[src/spq_map.vh]
// spq_map.vh: register offsets, field positions and reset values
// of the spi buffer, clock select and register block.
// assumes a 32-bit axi4-lite slave, one register per aligned word.
`ifndef SPQ_MAP_VH
`define SPQ_MAP_VH
// register byte addresses
`define SPQ_OFF_INTF 8'h00
`define SPQ_OFF_INTE 8'h04
`define SPQ_OFF_TCNTH 8'h08
`define SPQ_OFF_TCNTL 8'h0c
`define SPQ_OFF_TWIDTH 8'h10
`define SPQ_OFF_BAUD 8'h14
`define SPQ_OFF_CON0 8'h18
`define SPQ_OFF_CON1 8'h1c
`define SPQ_OFF_CON2 8'h20
`define SPQ_OFF_STATUS 8'h24
`define SPQ_OFF_RXB 8'h28
`define SPQ_OFF_TXB 8'h2c
`define SPQ_OFF_CLK 8'h30
`define SPQ_OFF_EVT_STAT 8'h34
`define SPQ_OFF_EVT_CLR 8'h38
`define SPQ_OFF_EVT_EN 8'h3c
// writable masks and reset values
`define SPQ_INT_MASK 8'hf6
`define SPQ_TWIDTH_MASK 8'h07
`define SPQ_CON0_MASK 8'h87
`define SPQ_CON1_MASK 8'hf7
`define SPQ_CON1_RST 8'h04
`define SPQ_CON2_MASK 8'h07
`define SPQ_CLK_MASK 8'h0f
`define SPQ_TCNTH_MASK 8'h07
// status bit positions
`define SPQ_ST_TX_WRITE_ERROR_FLAG 7
`define SPQ_ST_TXBE 5
`define SPQ_ST_RX_READ_ERROR_FLAG 3
`define SPQ_ST_CLRBF 2
`define SPQ_ST_RXBF 0
// interrupt flag positions
`define SPQ_IF_SRMT 7
`define SPQ_IF_TCZ 6
`define SPQ_IF_SOS 5
`define SPQ_IF_EOS 4
`define SPQ_IF_RXO 2
`define SPQ_IF_TXU 1
// con0 / con2 bit positions
`define SPQ_C0_EN 7
`define SPQ_C2_TXR 1
`define SPQ_C2_RXR 0
// clock source codes
`define SPQ_CS_SYS 4'h0
`define SPQ_CS_FAST 4'h1
`define SPQ_CS_MED 4'h2
`define SPQ_CS_REF 4'h3
`define SPQ_CS_TIMER_ZERO_OVERFLOW 4'h4
`define SPQ_CS_TMRA 4'h5
`define SPQ_CS_TMRB 4'h6
`define SPQ_CS_TMRC 4'h7
`define SPQ_CS_SMT 4'h8
// fifo depth, as pointer bits
`define SPQ_FIFO_AW 2
// event status bits: 0 rx read error, 1 tx write error, 2 byte received
`define SPQ_EV_N 3
`define SPQ_AXI_OKAY 2'b00
`define SPQ_AXI_SLVERR 2'b10
`endif

[src/spq_core.v]
// spq_core.v: software-facing side of a serial peripheral unit: fifo
// ports, clock source selection, config registers and a slave shifter.
// assumes an axi4-lite master on aclk; serial pins come from another domain.
// assumes the peer holds select high for some aclk cycles between frames
// and keeps each sck phase longer than three aclk cycles.
// Summary of operation
// reading rx buffer with data returns oldest byte and pops it
// reading empty rx buffer returns zero and sets rx read error flag
// writing tx buffer when not full appends byte, advances write pointer
// writing full tx buffer is discarded and sets tx write error flag
// clock select codes 0-4 pick oscillators, reference clock, timer zero
// codes 5-7 pick three eight-bit timers, code 8 measure timer match
// codes 9 to 15 are reserved and select no clock
// interrupt flags at bits 7,6,5,4,2,1 with matching enable bits
// transfer counter is 11 bits, split over low and high registers
//
// The AXI4-Lite slave port and the register addresses are this design's own decisions.
`include "spq_map.vh"
module spq_core (
	input wire aclk, // system clock, 40 mhz
	input wire aresetn, // synchronous reset, active low
	input wire [7:0] s_axi_awaddr, // write address
	input wire s_axi_awvalid, // write address valid
	output wire s_axi_awready, // write address ready
	input wire [31:0] s_axi_wdata, // write data
	input wire [3:0] s_axi_wstrb, // write byte strobes
	input wire s_axi_wvalid, // write data valid
	output wire s_axi_wready, // write data ready
	output reg [1:0] s_axi_bresp, // write response
	output reg s_axi_bvalid, // write response valid
	input wire s_axi_bready, // write response ready
	input wire [7:0] s_axi_araddr, // read address
	input wire s_axi_arvalid, // read address valid
	output wire s_axi_arready, // read address ready
	output reg [31:0] s_axi_rdata, // read data
	output reg [1:0] s_axi_rresp, // read response
	output reg s_axi_rvalid, // read data valid
	input wire s_axi_rready, // read data ready
	input wire [8:0] clk_sources, // candidate clock source levels
	input wire sck_in, // serial clock from the peer
	input wire sdi_in, // serial data from the peer
	input wire ss_n_in, // slave select from the peer, active low
	output reg sdo_out, // serial data to the peer
	output wire spi_clk_sel, // selected clock source level
	output wire irq // level interrupt
);
	// queue depth is fixed; no occupancy count is kept, only pointers
	localparam AW = `SPQ_FIFO_AW;
	localparam DEPTH = 1 << AW;

	// fifo storage and pointers; one spare pointer bit tells full from empty
	reg [7:0] rxq [0:DEPTH-1];
	reg [7:0] txq [0:DEPTH-1];
	reg [AW:0] rx_wp_q, rx_rp_q, tx_wp_q, tx_rp_q;
	wire rx_empty = (rx_wp_q == rx_rp_q);
	wire rx_full = (rx_wp_q[AW] != rx_rp_q[AW]) &&
		(rx_wp_q[AW-1:0] == rx_rp_q[AW-1:0]);
	wire tx_empty = (tx_wp_q == tx_rp_q);
	wire tx_full = (tx_wp_q[AW] != tx_rp_q[AW]) &&
		(tx_wp_q[AW-1:0] == tx_rp_q[AW-1:0]);

	// registers
	reg [7:0] intf_q, inte_q, twidth_q, baud_q, con0_q, con1_q, con2_q;
	reg [7:0] clk_q;
	reg [10:0] transfer_counter_q;
	reg tx_write_error_flag_q, rx_read_error_flag_q;
	reg [`SPQ_EV_N-1:0] ev_stat_q, ev_en_q;

	// axi write side: address and data held until both present
	reg aw_have_q, w_have_q;
	reg [7:0] aw_q;
	reg [31:0] wd_q;
	reg [3:0] ws_q;
	assign s_axi_awready = !aw_have_q && !s_axi_bvalid;
	assign s_axi_wready = !w_have_q && !s_axi_bvalid;
	// an item taken early is parked until its partner arrives
	wire aw_ok = aw_have_q | s_axi_awvalid;
	wire w_ok = w_have_q | s_axi_wvalid;
	wire [7:0] wa = aw_have_q ? aw_q : s_axi_awaddr;
	wire [31:0] wd = w_have_q ? wd_q : s_axi_wdata;
	wire [3:0] ws = w_have_q ? ws_q : s_axi_wstrb;
	wire wr_do = aw_ok && w_ok && !s_axi_bvalid;
	// only byte lane zero carries register data
	wire wr_b0 = wr_do && ws[0];
	wire [7:0] wb = wd[7:0];

	// axi read side: one cycle to answer
	assign s_axi_arready = !s_axi_rvalid;
	wire rd_do = s_axi_arvalid && !s_axi_rvalid;
	wire rd_rxb = rd_do && (s_axi_araddr == `SPQ_OFF_RXB);

	// decoded strobes for registers with side effects
	wire w_txb = wr_b0 && (wa == `SPQ_OFF_TXB);
	wire w_stat = wr_b0 && (wa == `SPQ_OFF_STATUS);
	wire clrbf = w_stat && wb[`SPQ_ST_CLRBF];
	wire w_evclr = wr_b0 && (wa == `SPQ_OFF_EVT_CLR);
	// side effects of the two buffer ports on their queues
	wire pop_rx = rd_rxb && !rx_empty;
	wire rd_err = rd_rxb && rx_empty;
	wire push_tx = w_txb && !tx_full;
	wire wr_err = w_txb && tx_full;

	// clock source mux; reserved codes select nothing
	reg sel_lvl;
	always @* begin
		case (clk_q[3:0])
		`SPQ_CS_SYS: sel_lvl = clk_sources[0];
		`SPQ_CS_FAST: sel_lvl = clk_sources[1];
		`SPQ_CS_MED: sel_lvl = clk_sources[2];
		`SPQ_CS_REF: sel_lvl = clk_sources[3];
		`SPQ_CS_TIMER_ZERO_OVERFLOW: sel_lvl = clk_sources[4];
		`SPQ_CS_TMRA: sel_lvl = clk_sources[5];
		`SPQ_CS_TMRB: sel_lvl = clk_sources[6];
		`SPQ_CS_TMRC: sel_lvl = clk_sources[7];
		`SPQ_CS_SMT: sel_lvl = clk_sources[8];
		default: sel_lvl = 1'b0;
		endcase
	end
	// a level mux only; nothing in this block is clocked by the pick
	assign spi_clk_sel = sel_lvl;

	// pin synchronisers, two flops each before any logic looks
	// reset to the idle pin levels (select high, clock low): no false edge
	reg [2:0] pin_m_q, pin_s_q;
	reg sck_prev_q;
	always @(posedge aclk) begin
		if (!aresetn) begin
			pin_m_q <= 3'h4;
			pin_s_q <= 3'h4;
			sck_prev_q <= 1'b0;
		end else begin
			pin_m_q <= {ss_n_in, sdi_in, sck_in};
			pin_s_q <= pin_m_q;
			sck_prev_q <= pin_s_q[0];
		end
	end
	// synchronised levels; edges compare with the previous sample
	wire sck_s = pin_s_q[0];
	wire sdi_s = pin_s_q[1];
	wire ss_act = !pin_s_q[2];
	wire sck_rise = sck_s && !sck_prev_q;
	wire sck_fall = !sck_s && sck_prev_q;
	wire spi_on = con0_q[`SPQ_C0_EN];

	// slave shifter, mode 0: sample on rise, shift out on fall. only the
	// unit's slave role is modelled; master timing lives elsewhere.
	reg [7:0] sh_in_q, sh_out_q;
	reg [2:0] bit_q;
	reg ss_prev_q;
	reg armed_q; // next byte already in the shifter
	// a byte completes on the eighth sampled rise
	wire byte_done = spi_on && ss_act && sck_rise && (bit_q == 3'h7);
	wire push_rx = byte_done && con2_q[`SPQ_C2_RXR] && !rx_full;
	wire rx_ovf = byte_done && con2_q[`SPQ_C2_RXR] && rx_full;
	wire load_tx = spi_on && ss_act && ((!ss_prev_q && !armed_q) ||
		(sck_fall && bit_q == 3'h0));
	wire pop_tx = load_tx && !tx_empty;
	wire tx_unf = load_tx && tx_empty && con2_q[`SPQ_C2_TXR];
	// select edges and the counter end feed the interrupt flags
	wire sel_start = spi_on && ss_act && !ss_prev_q;
	wire sel_end = spi_on && !ss_act && ss_prev_q;
	wire tc_zero = byte_done && (transfer_counter_q == 11'h001);
	always @(posedge aclk) begin
		if (!aresetn) begin
			sh_in_q <= 8'h00;
			sh_out_q <= 8'h00;
			bit_q <= 3'h0;
			ss_prev_q <= 1'b0;
			armed_q <= 1'b0;
			sdo_out <= 1'b0;
		end else begin
			ss_prev_q <= ss_act;
			if (!ss_act || !spi_on) begin
				bit_q <= 3'h0;
			end else if (sck_rise) begin
				sh_in_q <= {sh_in_q[6:0], sdi_s};
				bit_q <= bit_q + 3'h1;
			end
			if (load_tx) begin
				sh_out_q <= pop_tx ? txq[tx_rp_q[AW-1:0]] : 8'h00;
				sdo_out <= pop_tx ? txq[tx_rp_q[AW-1:0]][7] : 1'b0;
			end else if (spi_on && ss_act && sck_fall) begin
				sh_out_q <= {sh_out_q[6:0], 1'b0};
				sdo_out <= sh_out_q[6];
			end
			// a byte loaded as the last frame ended waits for the next
			// select, so that select must not pop a second byte
			if (!spi_on || clrbf)
				armed_q <= 1'b0;
			else if (load_tx)
				armed_q <= pop_tx;
			else if (ss_act && sck_rise && bit_q == 3'h0)
				armed_q <= 1'b0;
		end
	end

	// fifo pointers; clear-buffer empties both queues
	always @(posedge aclk) begin
		if (!aresetn || clrbf) begin
			rx_wp_q <= {(AW+1){1'b0}};
			rx_rp_q <= {(AW+1){1'b0}};
			tx_wp_q <= {(AW+1){1'b0}};
			tx_rp_q <= {(AW+1){1'b0}};
		end else begin
			if (push_rx) begin
				rxq[rx_wp_q[AW-1:0]] <= {sh_in_q[6:0], sdi_s};
				rx_wp_q <= rx_wp_q + 1'b1;
			end
			if (pop_rx)
				rx_rp_q <= rx_rp_q + 1'b1;
			// a full queue is never written: data and pointer stay
			if (push_tx) begin
				txq[tx_wp_q[AW-1:0]] <= wb;
				tx_wp_q <= tx_wp_q + 1'b1;
			end
			if (pop_tx)
				tx_rp_q <= tx_rp_q + 1'b1;
		end
	end

	// software registers; hardware sets win over clears in the same cycle
	// hardware sets, or'ed in after any software write
	wire [7:0] intf_set = {byte_done & tx_empty, tc_zero, sel_start,
		sel_end, 1'b0, rx_ovf, tx_unf, 1'b0};
	wire [`SPQ_EV_N-1:0] ev_set = {push_rx, wr_err, rd_err};
	always @(posedge aclk) begin
		if (!aresetn) begin
			intf_q <= 8'h00;
			inte_q <= 8'h00;
			twidth_q <= 8'h00;
			baud_q <= 8'h00;
			con0_q <= 8'h00;
			con1_q <= `SPQ_CON1_RST;
			con2_q <= 8'h00;
			clk_q <= 8'h00;
			transfer_counter_q <= 11'h000;
			tx_write_error_flag_q <= 1'b0;
			rx_read_error_flag_q <= 1'b0;
			ev_stat_q <= {`SPQ_EV_N{1'b0}};
			ev_en_q <= {`SPQ_EV_N{1'b0}};
		end else begin
			if (wr_b0) begin
				case (wa)
				`SPQ_OFF_INTF: intf_q <= wb & `SPQ_INT_MASK;
				`SPQ_OFF_INTE: inte_q <= wb & `SPQ_INT_MASK;
				`SPQ_OFF_TCNTH: transfer_counter_q[10:8] <= wb[2:0];
				`SPQ_OFF_TCNTL: transfer_counter_q[7:0] <= wb;
				`SPQ_OFF_TWIDTH: twidth_q <= wb & `SPQ_TWIDTH_MASK;
				`SPQ_OFF_BAUD: baud_q <= wb;
				`SPQ_OFF_CON0: con0_q <= wb & `SPQ_CON0_MASK;
				`SPQ_OFF_CON1: con1_q <= wb & `SPQ_CON1_MASK;
				`SPQ_OFF_CON2: con2_q <= wb & `SPQ_CON2_MASK;
				`SPQ_OFF_CLK: clk_q <= wb & `SPQ_CLK_MASK;
				`SPQ_OFF_EVT_EN: ev_en_q <= wb[`SPQ_EV_N-1:0];
				default: ;
				endcase
			end
			// the transfer counter steps down once per completed byte and holds at zero
			if (tc_zero || (byte_done && transfer_counter_q != 11'h000))
				transfer_counter_q <= transfer_counter_q - 11'h001;
			intf_q <= (wr_b0 && wa == `SPQ_OFF_INTF ?
				wb & `SPQ_INT_MASK : intf_q) | intf_set;
			// status error bits clear by writing zero, set has priority
			tx_write_error_flag_q <= wr_err | (tx_write_error_flag_q & ~(w_stat & ~wb[`SPQ_ST_TX_WRITE_ERROR_FLAG]));
			rx_read_error_flag_q <= rd_err | (rx_read_error_flag_q & ~(w_stat & ~wb[`SPQ_ST_RX_READ_ERROR_FLAG]));
			ev_stat_q <= ev_set | (ev_stat_q &
				~({`SPQ_EV_N{w_evclr}} & wb[`SPQ_EV_N-1:0]));
		end
	end

	// level interrupt: any enabled event or flag holds it high
	assign irq = |(ev_stat_q & ev_en_q) | |(intf_q & inte_q);

	// read mux
	// the receive port pops on the ar edge, so its byte is latched then
	reg [7:0] rd_v;
	reg rd_hit;
	always @* begin
		rd_hit = 1'b1;
		rd_v = 8'h00;
		case (s_axi_araddr)
		`SPQ_OFF_INTF: rd_v = intf_q;
		`SPQ_OFF_INTE: rd_v = inte_q;
		`SPQ_OFF_TCNTH: rd_v = {5'h00, transfer_counter_q[10:8]};
		`SPQ_OFF_TCNTL: rd_v = transfer_counter_q[7:0];
		`SPQ_OFF_TWIDTH: rd_v = twidth_q;
		`SPQ_OFF_BAUD: rd_v = baud_q;
		`SPQ_OFF_CON0: rd_v = con0_q;
		`SPQ_OFF_CON1: rd_v = con1_q;
		`SPQ_OFF_CON2: rd_v = {spi_on & ss_act, 4'h0, con2_q[2:0]};
		`SPQ_OFF_STATUS: rd_v = {tx_write_error_flag_q, 1'b0, tx_empty, 1'b0,
			rx_read_error_flag_q, 2'b00, rx_full};
		`SPQ_OFF_RXB: rd_v = rx_empty ? 8'h00 : rxq[rx_rp_q[AW-1:0]];
		`SPQ_OFF_TXB: rd_v = 8'h00;
		`SPQ_OFF_CLK: rd_v = clk_q;
		`SPQ_OFF_EVT_STAT: rd_v = {5'h00, ev_stat_q};
		`SPQ_OFF_EVT_CLR: rd_v = 8'h00;
		`SPQ_OFF_EVT_EN: rd_v = {5'h00, ev_en_q};
		default: rd_hit = 1'b0;
		endcase
	end

	// axi channel state
	always @(posedge aclk) begin
		if (!aresetn) begin
			aw_have_q <= 1'b0;
			w_have_q <= 1'b0;
			aw_q <= 8'h00;
			wd_q <= 32'h0;
			ws_q <= 4'h0;
			s_axi_bvalid <= 1'b0;
			s_axi_bresp <= `SPQ_AXI_OKAY;
			s_axi_rvalid <= 1'b0;
			s_axi_rresp <= `SPQ_AXI_OKAY;
			s_axi_rdata <= 32'h0;
		end else begin
			// a write lands in the cycle both address and data are present
			if (wr_do) begin
				aw_have_q <= 1'b0;
				w_have_q <= 1'b0;
				s_axi_bvalid <= 1'b1;
				s_axi_bresp <= (wa <= `SPQ_OFF_EVT_EN && wa[1:0] == 2'b00) ?
					`SPQ_AXI_OKAY : `SPQ_AXI_SLVERR;
			end else begin
				if (s_axi_awvalid && s_axi_awready) begin
					aw_have_q <= 1'b1;
					aw_q <= s_axi_awaddr;
				end
				if (s_axi_wvalid && s_axi_wready) begin
					w_have_q <= 1'b1;
					wd_q <= s_axi_wdata;
					ws_q <= s_axi_wstrb;
				end
				if (s_axi_bvalid && s_axi_bready)
					s_axi_bvalid <= 1'b0;
			end
			// the read answer is latched once and stands until rready
			if (rd_do) begin
				s_axi_rvalid <= 1'b1;
				s_axi_rdata <= {24'h0, rd_v};
				s_axi_rresp <= rd_hit ? `SPQ_AXI_OKAY : `SPQ_AXI_SLVERR;
			end else if (s_axi_rready) begin
				s_axi_rvalid <= 1'b0;
			end
		end
	end
endmodule // spq_core

[config.mk]
export PLATFORM = sky130hd
export DESIGN_NAME = spq_core
export DESIGN_NICKNAME = d
export VERILOG_FILES = /design/src/spq_core.v
export VERILOG_INCLUDE_DIRS = /design/src
export SDC_FILE = /design/constraint.sdc
export NUM_CORES = 1
export LEC_CHECK = 0
export ABC_AREA = 0
export BUFFER_PORTS_ARGS = -buffer_cell sky130_fd_sc_hd__buf_2
export CORE_MARGIN = 2
export CORE_UTILIZATION = 40
export DETAILED_ROUTE_END_ITERATION = 10
export PLACE_DENSITY = 0.59
export SYNTH_ARGS = -nofsm -noshare
export SYNTH_HDL_FRONTEND = slang
export SYNTH_SLANG_ARGS = --single-unit
[constraint.sdc]
create_clock -name aclk -period 3 [get_ports aclk]
set_input_delay 0.3 -clock aclk [delete_from_list [all_inputs] [get_ports aclk]]
set_output_delay 0.3 -clock aclk [all_outputs]
set_load 0.01 [all_outputs]
# Yosys cells after proc, flatten, opt, wreduce, memory -nomap -nowiden

Memories as Yosys holds them, arrays and structs flattened. A register that Yosys moved wholly into a read port is not among the register bits.
Index checks and enable logic that the tools add are counted.

Bits in registers: 134
RAM bits: 64
Memories kept: 2
Output and inout bits: 44

Add/sub/neg operators: 6
Bitwise logic cells: 25
Reductions and logical operators: 96
Order comparisons: 1
Muxes and demuxes: 36
Eq/ne operators: 44

Memory list:

| name | words | width | rd ports | clocked after Yosys merged registers in | write ports | RTL line      | source |
|---|---|---|---|---|---|---|---|
| rxq  | 4     | 8     | 1        | 1                                       | 1           | spq_core.v:52 | `reg [7:0] rxq [0:DEPTH-1];` |
| txq  | 4     | 8     | 1        | 1                                       | 1           | spq_core.v:53 | `reg [7:0] txq [0:DEPTH-1];` |

Operator list:

| cell                    | number |
|---|---|
| $eq A8 B6 Y1 const B    | 14 |
| $pmux W8 S14            | 1 |
| $eq A8 B5 Y1 const B    | 8 |
| $logic_and A1 B1 Y1     | 44 |
| $mux W8                 | 5 |
| $eq A8 B4 Y1 const B    | 4 |
| $reduce_and A2 Y1       | 13 |
| $mux W11                | 2 |
| $mux W7                 | 3 |
| $mux W1                 | 17 |
| $eq A4 B3 Y1 const B    | 4 |
| $eq A8 B3 Y1 const B    | 2 |
| $logic_not A8 Y1        | 2 |
| $reduce_or A16 Y1       | 1 |
| $add A3 B1 Y3 const B   | 5 |
| $logic_not A1 Y1        | 15 |
| $reduce_bool A2 Y1      | 7 |
| $mux W2                 | 6 |
| $eq A11 B1 Y1 const B   | 1 |
| $reduce_bool A11 Y1     | 1 |
| $sub A11 B1 Y11 const B | 1 |
| $and A3 B3 Y3           | 3 |
| $pmux W1 S9             | 1 |
| $and A8 B8 Y8           | 1 |
| 22 further kinds        | 47 |

# Depth between registers and ports, before layout

Gate-level depths: netlist of run 1.

Word-level depth: 9
Mapped depth: 8
Depth with buffers taken out: 7

# Least setup slack after synthesis of run 1

OpenSTA, ideal clock, no wires.

Path type: register to register
Start: register aw_have_q
End: memory txq[0][0], enable pin
Path slack: 754 ps
Required time: 2722 ps
Stages on the path, launching flop included: 7
Library setup time: 278 ps
Path buffers: 1
Arrival time: 1968 ps
Cells stage by stage: dfxtp_1 -> buf_2 -> or4b_1 -> o22ai_4 -> nand4_1 -> o21a_1 -> and3_1

Word-level cells in the longest chain between the ends: 9
Elaborated cells on any way between the ends: 15

RTL lines:

| element                                                         | RTL line       | source |
|---|---|---|
| start, declared                                                 | spq_core.v:70  | `reg aw_have_q, w_have_q;` |
| start signal, assigned                                          | spq_core.v:306 | `aw_have_q <= 1'b0;` |
| start signal, assigned                                          | spq_core.v:319 | `aw_have_q <= 1'b0;` |
| start signal, assigned                                          | spq_core.v:326 | `aw_have_q <= 1'b1;` |
| parallel branches: the longest is 7 deep, another holds $mux W8 | n/a            |  |
| $mux W1 (*)                                                     | spq_core.v:199 | `if (!aresetn \|\| clrbf) begin` |
| $mux W1 (not written as such) (*)                               | spq_core.v:213 | `txq[tx_wp_q[AW-1:0]] <= wb;` |
| end, declared                                                   | spq_core.v:53  |  |

Mark *: on every way between the ends.

# Worst setup path in the final report of run 1

Start: register aw_have_q
End: memory txq[0][2], enable pin

Same word-level chain as after synthesis.

==> results.sh, run 1 <==
export IMPL_setup_tns_ns=0
export IMPL_crit_slowest_cell="o32ai_1"
export IMPL_synth_area_mm2=0.00921
export IMPL_max_slew_margin_pct=41.9
export IMPL_post_cts_setup_buffer_count=0
export IMPL_grt_max_degree=58
export IMPL_synthCells=856
export IMPL_antenna_left=0
export IMPL_finalHoldViolations=0
export IMPL_drv_cap=0
export IMPL_hold_buffers=0
export IMPL_utilization_pct=46.3
export IMPL_holdPathStages=2
export IMPL_area_growth_pct=13.8
export IMPL_setup_viol=0
export IMPL_dieArea_mm2=0.0243
export IMPL_antenna_found_initial=0
export IMPL_worstPathArrival_ns=2.68
export IMPL_finalClockSkew_ns=0.0131
export IMPL_grt_usage_pct=20.0
export IMPL_cts_htree_levels=4
export IMPL_crit_required_ns=3.09
export IMPL_r2r_slack_ns=0.41
export IMPL_nFillCells=2098
export IMPL_io_buffers=61
export IMPL_initial_core_util_pct=40.7
export IMPL_cp_end_kind="flip-flop"
export IMPL_cts_sinks=198
export IMPL_viasPerCell=5.54
export IMPL_routed_top_layer="met4"
export IMPL_die_x_um=156
export IMPL_ys_ff_latch=198
export IMPL_worst_hold_slack_ns=0.0619
export IMPL_rsz0062_at_grt="no"
export IMPL_root_buffer="clkbuf_16"
export IMPL_synth_top_cell_by_area="dfxtp_1"
export IMPL_final_cell_mix="dfxtp_1 (134), nor2_1 (120), mux2i_1 (80)"
export IMPL_ys_seq_area_share_pct=50.0
export IMPL_reg2reg_to="txq[0][2]"
export IMPL_via_count=6785
export IMPL_p_total_mw=5.61
export IMPL_tightest_slew_ns=0.872
export IMPL_ctsResizeCount=0
export IMPL_slew_viol_final=0
export IMPL_layout_nets=1013
export IMPL_crit_end="txq[0][2]"
export IMPL_wl_per_cell_um=19.2
export IMPL_die_h_um=156
export IMPL_avgSynthCellArea_um2=10.8
export IMPL_rows=55
export IMPL_rr_startpoint="aw_have_q"
export IMPL_status="finished clean"
export IMPL_dpl_hpwl_um=16800
export IMPL_grt_pass1_vias=6512
export IMPL_worstPathMaxFanout=12
export IMPL_cts_tree="done"
export IMPL_layout_commonest_cell="dfxtp_1"
export IMPL_clk_pin_slew_ns=0.08
export IMPL_post_route_drc_count=0
export IMPL_grt_pass1_wl_um=36900
export IMPL_finalWeightedCongestion=0.913
export IMPL_clk_path_buf_depth=2
export IMPL_routed_wl_um=23500
export IMPL_p_per_area_mw_per_mm2=536
export IMPL_fin_crit_ns=2.59
export IMPL_async_reset_ff_share_pct=0
export IMPL_yosys_area_top_type_share_pct=29.1
export IMPL_grt_ovfl_total=0
export IMPL_startpoint_type="flip-flop"
export IMPL_critical_path_max_stage_delay_ns=0.67
export IMPL_m1WireLength_um=11100
export IMPL_p_leak_nw=4.20
export IMPL_worstSetupPathType="flip-flop to flip-flop"
export IMPL_wl_met2_um=10900
export IMPL_clk_latency_ns=0.44
export IMPL_reg2reg_depth=5
export IMPL_dr_pass1_iters=7
export IMPL_path_cells="buf_4 > o32ai_1 > nand4_2 > nor2_1 > and3_1"
export IMPL_wl_met3_um=1100
export IMPL_cts_inserted_buffers=17
export IMPL_coreArea_mm2=0.0226
export IMPL_synth_ff_type="dfxtp_1"
export IMPL_min_path_type="input pin to flip-flop"
export IMPL_yosys_top_cells_area="dfxtp_1 (29%), edfxtp_1 (21%), mux2i_1 (8.7%), nor2_1 (4.9%), mux4_2 (4.6%)"
export IMPL_ys_warn_count=0
export IMPL_drt_iter0_drc=657
export IMPL_startpoint="aw_have_q"
export IMPL_layout_drive_gt1_share_pct=18.0
export IMPL_synth_distinct_cells=73
export IMPL_max_freq_ghz=0.386
export IMPL_n_antenna_cell=0
export IMPL_synth_edf_count=64
export IMPL_ioPinCount=115
export IMPL_max_vdd_ir_drop_uv=342
export IMPL_fin_crit_sh_pct=86.4
through the flow:
step                instance area, um2  cells  worst slack, ns
floorplan                         9310    881            0.754
global placement                  9840   1192            0.468
detailed placement                9840   1192            0.434
CTS                              10500   1224            0.420
global route                     10500   1224            0.230
finish                           10500   1224            0.407
critical path: cells and delay by family, from the launching register on:
kind / cells / cell delay [ns]
AO/OA/AOI/OAI: 1 / 0.67
flip-flops: 1 / 0.39
AND/OR/NAND/NOR: 3 / 0.96
buffers and inverters: 1 / 0.21
cell families after synthesis:
kind of cell	after synthesis	share of synthesized area [%]
fa+ha+maj	16	2.17
other cells	1	0.0407
flops	198	50.0
mux	111	14.8
simple gates	288	16.3
compound gates	140	10.6
buf+inv	87	4.73
xor+xnor	15	1.43
sequential cells by signal, summed over array words and instances, names as in the netlist, 7 cells and up, named ones only:
name,flops
rxq,32
txq,32
transfer_counter_q,11
aw_q,8
baud_q,8
s_axi_rdata,8
wd_q,8
con1_q,7
sh_in_q,7
sh_out_q,7
final cells by class:
type	instances	area, um2	area share, %
multi-input cells	596	4270	40.8
well taps	285	357	3.40
inverters	26	97.6	0.931
clock buffers	17	425	4.06
flip-flops and latches	198	4600	43.9
clock inverters	15	211	2.02
repair buffers	87	513	4.89
routing by layer:
| metal | up-vias | GRT usage, % |
|---|---|---|
| met5 | - | 0 |
| met4 | 0 | 6.12 |
| met3 | 33 | 3.58 |
| met2 | 218 | 32.2 |
| met1 | 3284 | 27.5 |
| li1 | 3250 | - |
Yosys cell counts, types with 16 or more instances:
library cell    n
a21oi_1        30
buf_4          28
clkbuf_1       23
dfxtp_1       134
edfxtp_1       64
ha_1           16
inv_1          25
mux2i_1        80
mux4_2         19
nand2_1        26
nand3_1        25
nor2_1        120
nor3_1         18
o21ai_0        26
how the worst min path moves through the flow:
stage / startpoint / to / slack (ns)
floorplan: pin_m_q[2] / pin_s_q[2] / 0.39
global placement: pin_m_q[2] / pin_s_q[2] / 0.40
detailed placement: pin_m_q[2] / pin_s_q[2] / 0.40
CTS: sdi_in / pin_m_q[1] / 0.05
global route: sdi_in / pin_m_q[1] / 0.06
finish: ss_n_in / pin_m_q[2] / 0.06
where the power goes:
part	internal, mW	total [mW]	switching (mW)
Sequential	2.78	2.81	0.0254
Combinational	0.129	0.387	0.258
Clock	1.28	2.42	1.13
(Power assumes the default switching activity.)
==> inputs of run 2 (changes only) <==
Settings changed: PLACE_DENSITY 0.59 to 0.61.
Clock period 3 ns to 2.3 ns, I/O delays scaled along.
==> results.sh, run 2 (synthesis results as in run 1) <==
export IMPL_status="finished clean"
export IMPL_rows=55
export IMPL_layout_nets=1046
export IMPL_holdPathStages=3
export IMPL_grt_pass1_vias=6547
export IMPL_die_x_um=156
export IMPL_layout_commonest_cell="dfxtp_1"
export IMPL_setup_viol=0
export IMPL_reg2reg_depth=6
export IMPL_whs_endpoint="wd_q[5]"
export IMPL_cts_inserted_buffers=17
export IMPL_area_growth_pct=16.7
export IMPL_max_slew_margin_pct=52.1
export IMPL_drv_cap=0
export IMPL_p_per_area_mw_per_mm2=676
export IMPL_root_buffer="clkbuf_16"
export IMPL_layout_drive_gt1_share_pct=21.4
export IMPL_tightest_slew_ns=0.709
export IMPL_die_h_um=156
export IMPL_max_vdd_ir_drop_uv=518
export IMPL_clk_pin_slew_ns=0.08
export IMPL_clk_path_buf_depth=2
export IMPL_startpoint_type="flip-flop"
export IMPL_routed_wl_um=23700
export IMPL_reg2reg_to="transfer_counter_q[0]"
export IMPL_slew_viol_final=0
export IMPL_finalClockSkew_ns=0.0126
export IMPL_min_from="s_axi_wdata[5]"
export IMPL_fin_ws_ns=0.107
export IMPL_wl_per_cell_um=18.9
export IMPL_final_cell_mix="dfxtp_1 (134), nor2_1 (120), mux2i_1 (80)"
export IMPL_worstPathMaxFanout=15
export IMPL_p_leak_nw=4.35
export IMPL_cp_end_kind="flip-flop"
export IMPL_cts_sinks=198
export IMPL_initial_core_util_pct=40.7
export IMPL_pre_cts_ws_ns=0.0267
export IMPL_cts_htree_levels=4
export IMPL_n_antenna_cell=0
export IMPL_finalWeightedCongestion=0.890
export IMPL_drt_iter0_drc=499
export IMPL_finalHoldViolations=0
export IMPL_utilization_pct=47.5
export IMPL_grt_usage_pct=19.9
export IMPL_fin_crit_sh_pct=95.4
export IMPL_dpl_hpwl_um=17200
export IMPL_fin_crit_ns=2.19
export IMPL_min_path_type="input pin to flip-flop"
export IMPL_io_buffers=61
export IMPL_rr_startpoint="aw_have_q"
export IMPL_coreArea_mm2=0.0226
export IMPL_via_count=6942
export IMPL_grt_pass1_wl_um=36900
export IMPL_post_cts_setup_buffer_count=0
export IMPL_clk_latency_ns=0.44
export IMPL_cts_tree="done"
export IMPL_viasPerCell=5.52
export IMPL_max_freq_ghz=0.456
export IMPL_grt_max_degree=82
export IMPL_dr_pass1_iters=6
export IMPL_nFillCells=2081
export IMPL_antenna_found_initial=0
export IMPL_worstSetupPathType="flip-flop to flip-flop"
export IMPL_r2r_slack_ns=0.11
export IMPL_crit_required_ns=2.67
export IMPL_grt_ovfl_total=0
export IMPL_rsz0062_at_grt="yes"
export IMPL_dieArea_mm2=0.0243
export IMPL_ioPinCount=115
export IMPL_antenna_left=0
export IMPL_worstPathArrival_ns=2.56
export IMPL_post_route_drc_count=0
-- run 2: changes by cell type in the layout (fill, tap and decap cells not counted), moves of 2 or more --
| cell | before | now |
|---|---|---|
| buf_4 | 25 | 54 |
| and3_1 | 10 | 3 |
| and3_2 | 0 | 6 |
| dlygate4sd3_1 | 0 | 3 |
| inv_12 | 0 | 3 |
| bufinv_16 | 2 | 0 |
| clkinvlp_4 | 2 | 0 |
| inv_8 | 3 | 1 |
-- run 2: worst max-delay path, stage by stage (launching register included) --
cell and delay, ns:
dfxtp_1 0.33, or4_1 0.56, o22ai_4 0.23, buf_4 0.25, nand4_2 0.21, or3_1 0.37, a31oi_1 0.16
-- run 2: cell type report --
class	instances	area (um2)	share of cell area, %
Inverter	26	97.6	0.908
Clock inverter	15	198	1.84
Timing Repair Buffer	120	781	7.26
Tap cell	285	357	3.32
Sequential cell	198	4600	42.8
Multi-Input combinational cell	596	4290	39.9
Clock buffer	17	425	3.96
-- run 2: repair_timing --
item | 4_1_cts | 5_1_grt
gates cloned | 0 | 0
endpoints found under the hold margin | 3 | 0
resized for setup | 1 | 8
endpoints found under the setup margin | 4 | 65
hold buffers | 3 | 0
-- run 2: layer usage --
layer	global-route usage [%]	part of all wire [%]
met4	7.16	2.2
met2	31.5	46
met3	3.67	5.5
met1	27.4	46
met5	0	0
-- run 2: worst max path at each step --
| stage | start | to | slack [ns] | depth (start not counted) |
|---|---|---|---|---|
| 2_1_floorplan | aw_have_q | txq[0][0] | 0.05 | 6 |
| 3_3_place_gp | s_axi_awaddr[0] | txq[3][4] | 0.06 | 6 |
| 3_5_place_dp | s_axi_awaddr[0] | txq[0][4] | 0.03 | 6 |
| 4_1_cts | aw_have_q | txq[3][2] | 0.01 | 5 |
| 5_1_grt | aw_have_q | con1_q[6] | -0.002 | 6 |
| 6_report | aw_have_q | transfer_counter_q[0] | 0.11 | 6 |
-- run 2: per-stage QoR --
step	area (um2)	power (mW)	std cells	hold WS, ns	TNS, ns
after floorplan	9310	4.07	881	0.331	0
after global placement	10100	4.27	1222	0.406	0
after detailed placement	10100	4.27	1222	0.404	0
after CTS	10700	7.33	1257	0.0123	0
after global routing	10700	7.50	1257	0.0268	-0.00194
final	10700	7.26	1257	0.0256	0
-- run 2: where the power goes --
group	switching (mW)	total [mW]	internal, mW
Clock	1.56	3.06	1.50
Combinational	0.351	0.546	0.195
Sequential	0.0247	3.66	3.63
Total	1.94	7.26	5.33
